--- config.mk ---
export PLATFORM = sky130hd
export DESIGN_NAME = cxj_exchange_unit
export DESIGN_NICKNAME = d
export VERILOG_FILES = /design/src/verilog/cxj_pkg.sv /design/src/verilog/cxj_seq_if.sv /design/src/verilog/cxj_mem_seq.sv /design/src/verilog/cxj_exchange_unit.sv
export SDC_FILE = /design/constraint.sdc
export NUM_CORES = 2
export LEC_CHECK = 0
export BUFFER_PORTS_ARGS = -buffer_cell sky130_fd_sc_hd__buf_4
export CAP_MARGIN = 40
export CORE_MARGIN = 3
export CORE_UTILIZATION = 61
export DETAILED_ROUTE_END_ITERATION = 12
export PLACE_DENSITY = 0.89
export SYNTH_ARGS = -nofsm -noshare
export SYNTH_HDL_FRONTEND = slang
export SYNTH_SLANG_ARGS = --single-unit
--- constraint.sdc ---
create_clock -name mclk -period 3.54 [get_ports mclk]
set_clock_uncertainty 0.05 [all_clocks]
set_input_delay 0.354 -clock mclk [delete_from_list [all_inputs] [get_ports mclk]]
set_output_delay 0.354 -clock mclk [all_outputs]
set_load 0.005 [all_outputs]
--- src/verilog/cxj_pkg.sv ---
package cxj_pkg;

  // ----------------------------------------------------------------
  // Widths and package geometry
  // ----------------------------------------------------------------
  localparam int MEM_AW = 21;
  localparam int WORD_W = 60;
  localparam int REG_W = 18;
  localparam int LEN_W = 21;
  localparam int EXT_W = 24;
  localparam int MASK_W = 6;
  localparam int PKG_WORDS = 16;
  localparam int IDX_W = 4;
  localparam int EXT_SHIFT = 6;
  localparam int PER_RELOC_BIT = 17;

  // ----------------------------------------------------------------
  // Field positions inside a package word and word slots in the package
  // ----------------------------------------------------------------
  localparam int F_ADDR_LSB = 42;
  localparam int F_INDEX_LSB = 24;
  localparam logic [IDX_W-1:0] W_PC = 4'h0;
  localparam logic [IDX_W-1:0] W_BASE = 4'h1;
  localparam logic [IDX_W-1:0] W_LEN = 4'h2;
  localparam logic [IDX_W-1:0] W_MASKS = 4'h3;
  localparam logic [IDX_W-1:0] W_EXT_BASE = 4'h4;
  localparam logic [IDX_W-1:0] W_EXT_LEN = 4'h5;
  localparam logic [IDX_W-1:0] W_MON = 4'h6;

  // ----------------------------------------------------------------
  // Peripheral exchange kinds and executive commands
  // ----------------------------------------------------------------
  localparam logic [1:0] PER_XJ_ANY = 2'h0;
  localparam logic [1:0] PER_XJ_MON = 2'h1;
  localparam logic [1:0] PER_XJ_MON_ADDR = 2'h2;
  localparam logic [1:0] EX_RESUME = 2'h1;
  localparam logic [1:0] EX_HALT = 2'h2;
  localparam logic [1:0] EX_SIM_XJ = 2'h3;

  // ----------------------------------------------------------------
  // Register map and reset values
  // ----------------------------------------------------------------
  localparam logic [7:0] OFF_CTRL = 8'h00;
  localparam logic [7:0] OFF_STATUS = 8'h04;
  localparam logic [7:0] OFF_PKG_ADDR = 8'h08;
  localparam logic [7:0] OFF_PROG_CNT = 8'h0C;
  localparam logic [7:0] OFF_EXEC = 8'h10;
  localparam logic [7:0] OFF_MON_ADDR = 8'h14;
  localparam int ST_MODE = 0;
  localparam int ST_BUSY = 1;
  localparam int ST_HALT = 2;
  localparam logic RST_MODE = 1'b0;
  localparam logic RST_HALT = 1'b1;

  typedef enum logic [2:0] {
    CXJ_IDLE = 3'b001,
    CXJ_READ = 3'b010,
    CXJ_WRITE = 3'b100
  } cxj_state_e;

endpackage

--- src/verilog/cxj_seq_if.sv ---
`timescale 1ns/1ps
// Link between the register keeper and the memory word sequencer.
interface cxj_seq_if;
  import cxj_pkg::*;
  logic start;
  logic [MEM_AW-1:0] base;
  logic [WORD_W-1:0] old_word;
  logic [IDX_W-1:0] idx;
  logic [WORD_W-1:0] new_word;
  logic load;
  logic done;
  modport ctl (output start, base, old_word, input idx, new_word, load, done);
  modport seq (input start, base, old_word, output idx, new_word, load, done);
endinterface

--- src/verilog/cxj_mem_seq.sv ---
`timescale 1ns/1ps
// Walks the sixteen package words: read the incoming word, then write the outgoing one.
module cxj_mem_seq
(
  input wire logic mclk,
  input wire logic rst_n,
  cxj_seq_if.seq link,
  output logic mem_req_q,
  output logic mem_we_q,
  output logic [cxj_pkg::MEM_AW-1:0] mem_addr_q,
  output logic [cxj_pkg::WORD_W-1:0] mem_wdata_q,
  input wire logic mem_ack,
  input wire logic [cxj_pkg::WORD_W-1:0] mem_rdata
);
  import cxj_pkg::*;

  cxj_state_e state_q;
  logic [MEM_AW-1:0] base_q;
  logic [IDX_W-1:0] idx_q;
  logic [WORD_W-1:0] new_q;
  logic load_q;
  logic done_q;

  assign link.idx = idx_q;
  assign link.new_word = new_q;
  assign link.load = load_q;
  assign link.done = done_q;

  // ----------------------------------------------------------------
  // Word sequencing
  // ----------------------------------------------------------------
  // Reading first keeps the old image in the registers until the write is taken,
  // so the outgoing word is never lost if memory stalls.
  always_ff @(posedge mclk or negedge rst_n)
  begin
    if (!rst_n)
    begin
      state_q <= CXJ_IDLE;
      base_q <= '0;
      idx_q <= '0;
      new_q <= '0;
      load_q <= 1'b0;
      done_q <= 1'b0;
      mem_req_q <= 1'b0;
      mem_we_q <= 1'b0;
      mem_addr_q <= '0;
      mem_wdata_q <= '0;
    end
    else
    begin
      load_q <= 1'b0;
      done_q <= 1'b0;
      case (state_q)
        CXJ_IDLE:
        begin
          if (link.start)
          begin
            base_q <= link.base;
            idx_q <= '0;
            state_q <= CXJ_READ;
          end
        end
        CXJ_READ:
        begin
          // Wait out the load cycle, so the address sees the advanced index.
          if (!mem_req_q && !load_q)
          begin
            mem_req_q <= 1'b1;
            mem_we_q <= 1'b0;
            mem_addr_q <= MEM_AW'(base_q + MEM_AW'(idx_q));
          end
          else if (mem_req_q && mem_ack)
          begin
            mem_req_q <= 1'b0;
            new_q <= mem_rdata;
            state_q <= CXJ_WRITE;
          end
        end
        CXJ_WRITE:
        begin
          if (!mem_req_q && !load_q)
          begin
            mem_req_q <= 1'b1;
            mem_we_q <= 1'b1;
            mem_wdata_q <= link.old_word;
          end
          else if (mem_req_q && mem_ack)
          begin
            mem_req_q <= 1'b0;
            mem_we_q <= 1'b0;
            load_q <= 1'b1;
            if (idx_q == IDX_W'(PKG_WORDS - 1))
            begin
              done_q <= 1'b1;
              state_q <= CXJ_IDLE;
            end
            else
            begin
              state_q <= CXJ_READ;
            end
          end
        end
        default:
        begin
          state_q <= CXJ_IDLE;
        end
      endcase
      if (load_q)
      begin
        idx_q <= IDX_W'(idx_q + 1'b1);
      end
    end
  end

endmodule // cxj_mem_seq

--- src/verilog/cxj_exchange_unit.sv ---
`timescale 1ns/1ps
// Exchange unit: holds the processor state image and swaps it with memory.
module cxj_exchange_unit
#(
  parameter int ADDR_W = cxj_pkg::MEM_AW
)
(
  input wire logic mclk,
  input wire logic rst_n,
  input wire logic wb_cyc_i,
  input wire logic wb_stb_i,
  input wire logic wb_we_i,
  input wire logic [7:0] wb_adr_i,
  input wire logic [3:0] wb_sel_i,
  input wire logic [31:0] wb_dat_i,
  output logic [31:0] wb_dat_o,
  output logic wb_ack_o,
  input wire logic cpu_xj_req,
  input wire logic [2:0] cpu_xj_index,
  input wire logic [cxj_pkg::REG_W-1:0] cpu_xj_const,
  input wire logic per_xj_req,
  input wire logic [1:0] per_xj_kind,
  input wire logic [cxj_pkg::REG_W-1:0] per_accumulator,
  input wire logic [cxj_pkg::MEM_AW-1:0] per_relocation,
  output logic per_xj_pass,
  output logic mem_req,
  output logic mem_we,
  output logic [cxj_pkg::MEM_AW-1:0] mem_addr,
  output logic [cxj_pkg::WORD_W-1:0] mem_wdata,
  input wire logic mem_ack,
  input wire logic [cxj_pkg::WORD_W-1:0] mem_rdata,
  output logic monitor_mode_flag,
  output logic xj_busy,
  output logic issue_enable,
  output logic fetch_restart,
  output logic [cxj_pkg::REG_W-1:0] fetch_pc,
  output logic [29:0] extended_memory_base,
  output logic [29:0] extended_memory_length
);
  import cxj_pkg::*;

  // ----------------------------------------------------------------
  // Elaboration checks
  // ----------------------------------------------------------------
  // The sequencer and the memory port are built at the package address width.
  if (ADDR_W != MEM_AW)
  begin : g_bad_width
    $error("cxj_exchange_unit: ADDR_W must equal the memory address width");
  end

  // ----------------------------------------------------------------
  // State image held in the processor registers
  // ----------------------------------------------------------------
  logic [WORD_W-1:0] x_q [8];
  logic [REG_W-1:0] a_q [8];
  logic [REG_W-1:0] b_q [8];
  logic [REG_W-1:0] pc_q;
  logic [LEN_W-1:0] memory_base_address_q;
  logic [LEN_W-1:0] memory_field_length_q;
  logic [MASK_W-1:0] exit_mode_mask_q;
  logic [MASK_W-1:0] flags_q;
  logic [EXT_W-1:0] ext_base_q;
  logic [EXT_W-1:0] ext_len_q;
  logic [REG_W-1:0] monitor_base_address_q;

  // ----------------------------------------------------------------
  // Control state
  // ----------------------------------------------------------------
  logic mode_q;
  logic busy_q;
  logic halted_q;
  logic expanded_q;
  logic start_q;
  logic [MEM_AW-1:0] pkg_addr_q;
  logic [1:0] exec_cmd_q;

  cxj_seq_if link ();

  cxj_mem_seq u_seq (
    .mclk(mclk),
    .rst_n(rst_n),
    .link(link),
    .mem_req_q(mem_req),
    .mem_we_q(mem_we),
    .mem_addr_q(mem_addr),
    .mem_wdata_q(mem_wdata),
    .mem_ack(mem_ack),
    .mem_rdata(mem_rdata)
  );

  // ----------------------------------------------------------------
  // Helper functions
  // ----------------------------------------------------------------
  // Index register zero is a constant, so any read of it yields zero.
  function automatic logic [REG_W-1:0] index_val(input logic [2:0] j);
    index_val = (j == 3'h0) ? '0 : b_q[j];
  endfunction

  // Peripheral address: accumulator, relocated when its top bit asks for it.
  function automatic logic [MEM_AW-1:0] per_addr(input logic [REG_W-1:0] acc);
    if (acc[PER_RELOC_BIT])
    begin
      per_addr = MEM_AW'(MEM_AW'(acc) + per_relocation);
    end
    else
    begin
      per_addr = MEM_AW'(acc);
    end
  endfunction

  // Outgoing word for a package slot; low words mix address, index and control images.
  function automatic logic [WORD_W-1:0] pkg_word(input logic [IDX_W-1:0] i);
    logic [23:0] misc;
    misc = '0;
    case (i)
      W_PC: misc = 24'(pc_q);
      W_BASE: misc = 24'(memory_base_address_q);
      W_LEN: misc = 24'(memory_field_length_q);
      W_MASKS: misc = {12'h000, exit_mode_mask_q, flags_q};
      W_EXT_BASE: misc = ext_base_q;
      W_EXT_LEN: misc = ext_len_q;
      W_MON: misc = 24'(monitor_base_address_q);
      default: misc = '0;
    endcase
    if (i[3])
    begin
      pkg_word = x_q[i[2:0]];
    end
    else
    begin
      pkg_word = {a_q[i[2:0]], index_val(i[2:0]), misc};
    end
  endfunction

  assign link.start = start_q;
  assign link.base = pkg_addr_q;

  // A process, not an assignment, so that it also wakes on the registers it reads.
  always_comb
  begin
    link.old_word = pkg_word(link.idx);
  end

  // ----------------------------------------------------------------
  // Exchange request acceptance
  // ----------------------------------------------------------------
  // Requests are taken only while idle; the processor request wins a same-cycle tie.
  // A request that lands during an exchange is dropped, since the requester holds
  // no pending slot here and must retry after xj_busy falls.
  always_ff @(posedge mclk or negedge rst_n)
  begin
    if (!rst_n)
    begin
      start_q <= 1'b0;
      busy_q <= 1'b0;
      pkg_addr_q <= '0;
      per_xj_pass <= 1'b0;
    end
    else
    begin
      start_q <= 1'b0;
      per_xj_pass <= 1'b0;
      if (link.done)
      begin
        busy_q <= 1'b0;
      end
      else if (!busy_q && !start_q)
      begin
        if (cpu_xj_req)
        begin
          busy_q <= 1'b1;
          start_q <= 1'b1;
          if (mode_q)
          begin
            pkg_addr_q <= MEM_AW'(index_val(cpu_xj_index) + cpu_xj_const);
          end
          else
          begin
            pkg_addr_q <= MEM_AW'(monitor_base_address_q);
          end
        end
        else if (exec_cmd_q == EX_SIM_XJ && !mode_q)
        begin
          busy_q <= 1'b1;
          start_q <= 1'b1;
          pkg_addr_q <= MEM_AW'(monitor_base_address_q);
        end
        else if (per_xj_req)
        begin
          if (per_xj_kind != PER_XJ_ANY && mode_q)
          begin
            per_xj_pass <= 1'b1;
          end
          else
          begin
            busy_q <= 1'b1;
            start_q <= 1'b1;
            if (per_xj_kind == PER_XJ_MON_ADDR)
            begin
              pkg_addr_q <= MEM_AW'(monitor_base_address_q);
            end
            else
            begin
              pkg_addr_q <= per_addr(per_accumulator);
            end
          end
        end
      end
    end
  end

  // ----------------------------------------------------------------
  // Mode flag and run control
  // ----------------------------------------------------------------
  // The mode flips only when the last word is loaded, so a half-done swap never
  // shows the new mode. An exchange also starts a halted processor.
  always_ff @(posedge mclk or negedge rst_n)
  begin
    if (!rst_n)
    begin
      mode_q <= RST_MODE;
      halted_q <= RST_HALT;
    end
    else if (link.done)
    begin
      mode_q <= !mode_q;
      halted_q <= 1'b0;
    end
    else if (exec_cmd_q == EX_HALT)
    begin
      halted_q <= 1'b1;
    end
    else if (exec_cmd_q == EX_RESUME)
    begin
      halted_q <= 1'b0;
    end
  end

  // ----------------------------------------------------------------
  // Loading the incoming package
  // ----------------------------------------------------------------
  // Each word lands right after its outgoing twin was written, so registers hold
  // the old image until then and stay put between exchanges.
  always_ff @(posedge mclk or negedge rst_n)
  begin
    if (!rst_n)
    begin
      for (int k = 0; k < 8; k++)
      begin
        x_q[k] <= '0;
        a_q[k] <= '0;
        b_q[k] <= '0;
      end
      pc_q <= '0;
      memory_base_address_q <= '0;
      memory_field_length_q <= '0;
      exit_mode_mask_q <= '0;
      flags_q <= '0;
      ext_base_q <= '0;
      ext_len_q <= '0;
      monitor_base_address_q <= '0;
    end
    else if (link.load)
    begin
      if (link.idx[3])
      begin
        x_q[link.idx[2:0]] <= link.new_word;
      end
      else
      begin
        a_q[link.idx[2:0]] <= link.new_word[F_ADDR_LSB +: REG_W];
        if (link.idx[2:0] != 3'h0)
        begin
          b_q[link.idx[2:0]] <= link.new_word[F_INDEX_LSB +: REG_W];
        end
        case (link.idx)
          W_PC: pc_q <= link.new_word[REG_W-1:0];
          W_BASE: memory_base_address_q <= link.new_word[LEN_W-1:0];
          W_LEN: memory_field_length_q <= link.new_word[LEN_W-1:0];
          W_MASKS:
          begin
            exit_mode_mask_q <= link.new_word[2*MASK_W-1:MASK_W];
            flags_q <= link.new_word[MASK_W-1:0];
          end
          W_EXT_BASE: ext_base_q <= link.new_word[EXT_W-1:0];
          W_EXT_LEN: ext_len_q <= link.new_word[EXT_W-1:0];
          W_MON: monitor_base_address_q <= link.new_word[REG_W-1:0];
          default: ;
        endcase
      end
    end
  end

  // ----------------------------------------------------------------
  // Processor-facing outputs
  // ----------------------------------------------------------------
  // Issue stays off from acceptance to the cycle after the last load, so
  // no instruction slips in between the swap words.
  always_ff @(posedge mclk or negedge rst_n)
  begin
    if (!rst_n)
    begin
      monitor_mode_flag <= RST_MODE;
      xj_busy <= 1'b0;
      issue_enable <= 1'b0;
      fetch_restart <= 1'b0;
      fetch_pc <= '0;
    end
    else
    begin
      // Mode and busy change in the same cycle as the restart pulse.
      monitor_mode_flag <= mode_q ^ link.done;
      xj_busy <= (busy_q || start_q) && !link.done;
      issue_enable <= !busy_q && !start_q && !halted_q && !link.done;
      fetch_restart <= link.done;
      fetch_pc <= pc_q;
    end
  end

  // Standard mode keeps 21 significant bits; both modes append six zero bits.
  always_ff @(posedge mclk or negedge rst_n)
  begin
    if (!rst_n)
    begin
      extended_memory_base <= '0;
      extended_memory_length <= '0;
    end
    else if (expanded_q)
    begin
      extended_memory_base <= {ext_base_q, 6'h00};
      extended_memory_length <= {ext_len_q, 6'h00};
    end
    else
    begin
      extended_memory_base <= {3'h0, ext_base_q[LEN_W-1:0], 6'h00};
      extended_memory_length <= {3'h0, ext_len_q[LEN_W-1:0], 6'h00};
    end
  end

  // ----------------------------------------------------------------
  // Wishbone slave
  // ----------------------------------------------------------------
  // Every access is answered one cycle after it is presented; unmapped reads give zero.
  logic bus_hit;
  assign bus_hit = wb_cyc_i && wb_stb_i && !wb_ack_o;

  always_ff @(posedge mclk or negedge rst_n)
  begin
    if (!rst_n)
    begin
      wb_ack_o <= 1'b0;
      wb_dat_o <= '0;
      expanded_q <= 1'b0;
      exec_cmd_q <= '0;
    end
    else
    begin
      wb_ack_o <= bus_hit;
      exec_cmd_q <= '0;
      wb_dat_o <= '0;
      if (bus_hit && wb_we_i && wb_sel_i[0])
      begin
        if (wb_adr_i == OFF_CTRL)
        begin
          expanded_q <= wb_dat_i[0];
        end
        else if (wb_adr_i == OFF_EXEC)
        begin
          exec_cmd_q <= wb_dat_i[1:0];
        end
      end
      else if (bus_hit && !wb_we_i)
      begin
        case (wb_adr_i)
          OFF_CTRL: wb_dat_o <= {31'h0, expanded_q};
          OFF_STATUS: wb_dat_o <= {29'h0, halted_q, busy_q || start_q, mode_q};
          OFF_PKG_ADDR: wb_dat_o <= 32'(pkg_addr_q);
          OFF_PROG_CNT: wb_dat_o <= 32'(pc_q);
          OFF_MON_ADDR: wb_dat_o <= 32'(monitor_base_address_q);
          default: wb_dat_o <= '0;
        endcase
      end
    end
  end

endmodule // cxj_exchange_unit

==> flow_summary.toml <==
[clock_tree]
cts_tree = "done"
clock_path_buffers = 3
htreeDepth = 3
cts_setup_buffers = 0
cts_sinks = 1200
clk_pin_slew_worst_paths_ps = 70
cts_buffers = 115
cts_root_buf = "clkbuf_16"
clk_latency_ps = 720

[logic_synthesis]
synth_warnings = 0
synth-edff-count = 0
synthArstFlopShare = 1.00
synthCells = 4243
yosys_register_bits = 1200
synth_top_flop_cell = "dfrtp_1"
synth.distinct_cells = 87
syn_area_um2 = 54000
syn-mean-instance-area_um2 = 12.7
seq_area_frac_synth = 0.556

[critical_path]
rr_endpoint = "link.base[16]"
cp_common_cell = "o31ai_4"
critPathMaxStageDelay_ps = 460
cp_slowest_cell = "mux4_2"
cp.buffers_inverters = 1
ff2ff_setup_slack_ps = 220
crit_fanout = 3
crit_cells = 14
reg2regPathDepth = 14
arrival_ps = 3870
start_kind = "flop"
critPathTopFamily = "compound AO/OA/AOI/OAI gates"
worstSetupPathType = "flop to flop"
required_ps = 4090
r2r-start = "b_q[36]"
worst_setup_path_end_kind = "flop"
crit_chain = "mux4_2, nand2_1, o21ai_0, ha_1, inv_1, fa_1, nor2b_4, o31ai_4, a21oi_2, a311o_1, o31ai_4, mux2i_1, a221oi_2, o21ai_1"

[place]
placed_area_um2 = 58200
placement.io_buffers = 316
dp.cells = 5562
gp_congestion = 0.964
dp_slack_ps = -4.03
dp_hpwl_um = 101000

[layout]
drive_above_1_share = 0.303
final_cell_area_um2 = 63000
finish.utilization = 0.722
nets = 4825
instances_no_fill = 5853
area_growth_pct = 16.7

[grt]
overflow = 0
grt_max_degree = 132
grt_use_total = 0.356
antenna_found_initial = 2
grt_pass1_vias = 41100
grt_pass1_wl_um = 249000

[sta]
rsz0062_at_grt = "no"
finalHoldWorstSlack_ps = 25.8
setup_ws_ps = 216
min_period_over_period = 0.939
final-max-slew-violation-count = 0
finalCriticalPeriod_ps = 3320
slew_headroom = 0.438
worstMarginPinSlew_ps = 842
hold_viol = 0
setup_viol = 0
fmax_mhz = 301
setup-tns-final_ps = 0

[power_and_ir_drop]
leakage_nw = 30.6
p_per_area_nw_per_um2 = 442
ir_worst_vdd_mv = 0.449
power.total_mw = 27.8

[routing]
vias = 39300
drc = 0
dr.pass1.iters = 8
routed_wl_um = 164000
antenna_left = 0
drt_iter0_markers = 4497
vias_per_cell = 6.72
post_drt_wl_per_cell_um = 28.0

[run]
cap_violations = 0

[hold_path]
worstHoldEndpoint = "link.base[19]"
holdPathStages = 4
holdCritPathClass = "input pin to flop"
hp-start = "per_relocation[18]"

[die]
start_util = 0.619
die_h_um = 304
ios = 373
row_count = 108
die-area_um2 = 92200
die_w_um = 304
core_area_um2 = 87300

[run_status]
status = "completed"
[what timing repair did]
action | in CTS | in global routing
endpoints found under the hold margin | 155 | 0
hold buffers | 78 | 0
resized for setup | 0 | 0
[placed cells by master (no fill, tap or decap), drive strengths merged, types with 14 or more instances in the layout]
cell	synthesis	routed
dfrtp	1198	1198
mux2	997	997
buf	177	488
nand2	280	280
a22oi	229	229
o21ai	173	173
nor2	172	172
clkbuf	169	167
a21oi	155	155
mux2i	94	94
dlygate4sd3	0	78
nand3	67	67
ha	46	46
a221oi	44	44
a222oi	39	39
nand4	34	34
inv	27	31
a22o	26	26
clkinv	0	26
xnor2	25	25
and2	25	25
mux4	24	24
conb	1	23
a31oi	21	21
nor3	21	21
xor2	19	19
a211oi	17	17
nor2b	17	17
o31ai	16	16
a21o	14	14
[cell type report]
type / count / area (µm²)
diodes: 1 / 2.50
clock buffers: 167 / 3420
inverters: 27 / 101
fillers: 5268 / 24300
well taps: 1155 / 1450
multi-input cells: 2692 / 22500
flip-flops and latches: 1200 / 30000
repair buffers: 566 / 4850
clock inverters: 45 / 648
[registers in the layout, indices dropped and copies added, names as in the netlist, 4 cells and up]
| name | flops |
|---|---|
| x_q | 480 |
| a_q | 144 |
| b_q | 144 |
| u_seq.link.new_word | 60 |
| u_seq.mem_wdata_q | 60 |
| ext_base_q | 24 |
| ext_len_q | 24 |
| extended_memory_base | 24 |
| extended_memory_length | 24 |
| link.base | 21 |
| memory_base_address_q | 21 |
| memory_field_length_q | 21 |
| u_seq.base_q | 21 |
| u_seq.mem_addr_q | 21 |
| wb_dat_o | 21 |
| fetch_pc | 18 |
| monitor_base_address_q | 18 |
| pc_q | 18 |
| exit_mode_mask_q | 6 |
| flags_q | 6 |
| u_seq.link.idx | 4 |
[routing by layer]
metal  vias to the layer above  global-route usage  wire length [µm]  share of wire
met5                         -                   0                18        0.00011
met2                      2513               0.573             76900           0.47
met4                         2               0.205             10700          0.066
met1                     19900               0.448             59900           0.37
li1                      16100                   -                 -              -
met3                       714              0.0783             16300           0.10
[Yosys cell counts (7+ instances only)]
| cell type | count | area (µm²) |
|---|---|---|
| nor2_1 | 158 | 593 |
| dfrtp_1 | 1198 | 30000 |
| a21oi_1 | 153 | 766 |
| buf_2 | 115 | 576 |
| o2111ai_1 | 8 | 70.1 |
| clkbuf_1 | 169 | 634 |
| ha_1 | 46 | 576 |
| a222oi_1 | 39 | 390 |
| a22oi_1 | 229 | 1720 |
| o21ai_0 | 102 | 510 |
| o22ai_1 | 8 | 50.1 |
| nand2b_1 | 10 | 62.6 |
| nor2b_1 | 16 | 100 |
| o21a_1 | 7 | 52.6 |
| nor2_2 | 12 | 75.1 |
| a31oi_1 | 21 | 131 |
| a21o_1 | 14 | 105 |
| mux2_1 | 344 | 3870 |
| o21ai_1 | 70 | 350 |
| mux2i_1 | 94 | 941 |
| a221oi_1 | 43 | 377 |
| o31ai_1 | 14 | 105 |
| xnor2_1 | 25 | 219 |
| nor3_1 | 13 | 65.1 |
| nand4_1 | 34 | 213 |
| mux2_2 | 653 | 7350 |
| inv_1 | 24 | 90.1 |
| nand3_1 | 67 | 335 |
| xor2_1 | 19 | 166 |
| buf_4 | 43 | 323 |
| and2_1 | 24 | 150 |
| nand2_1 | 280 | 1050 |
| o211ai_1 | 10 | 75.1 |
| a22o_1 | 26 | 228 |
| buf_1 | 19 | 71.3 |
| a211oi_1 | 16 | 120 |
| mux4_2 | 24 | 541 |
| and3_1 | 12 | 75.1 |
[logic make-up after synthesis]
group	Yosys count	synth area share
multiplexers	1115	0.235
XOR/XNOR	44	0.00713
buffers and inverters	373	0.0316
AND/OR/NAND/NOR	663	0.0572
flip-flops	1200	0.556
adder cells (fa/ha/maj)	49	0.0118
AO/OA/AOI/OAI	798	0.101
other	1	0.0000694
[worst max-delay path by stage]
stage                    start       endpoint  slack, ps
3_3_place_gp   cpu_xj_index[0]  link.base[16]         30
3_5_place_dp   cpu_xj_index[0]  link.base[16]         -4
4_1_cts                 b_q[0]  link.base[16]        240
5_1_grt                 b_q[0]  link.base[16]         40
2_1_floorplan  cpu_xj_index[0]  link.base[16]         30
6_report               b_q[36]  link.base[16]        220
[tightest hold or removal path: stages]
cell     delay, ps
buf_4          110
o21ai_1         70
xor2_1         140
o21ai_1         70
[report_power, final]
group | internal [mW] | switching (mW)
sequential | 13.7 | 0.0436
clock | 7.67 | 5.47
combinational | 0.352 | 0.557
No activity file was read; power rests on OpenSTA's default activity.
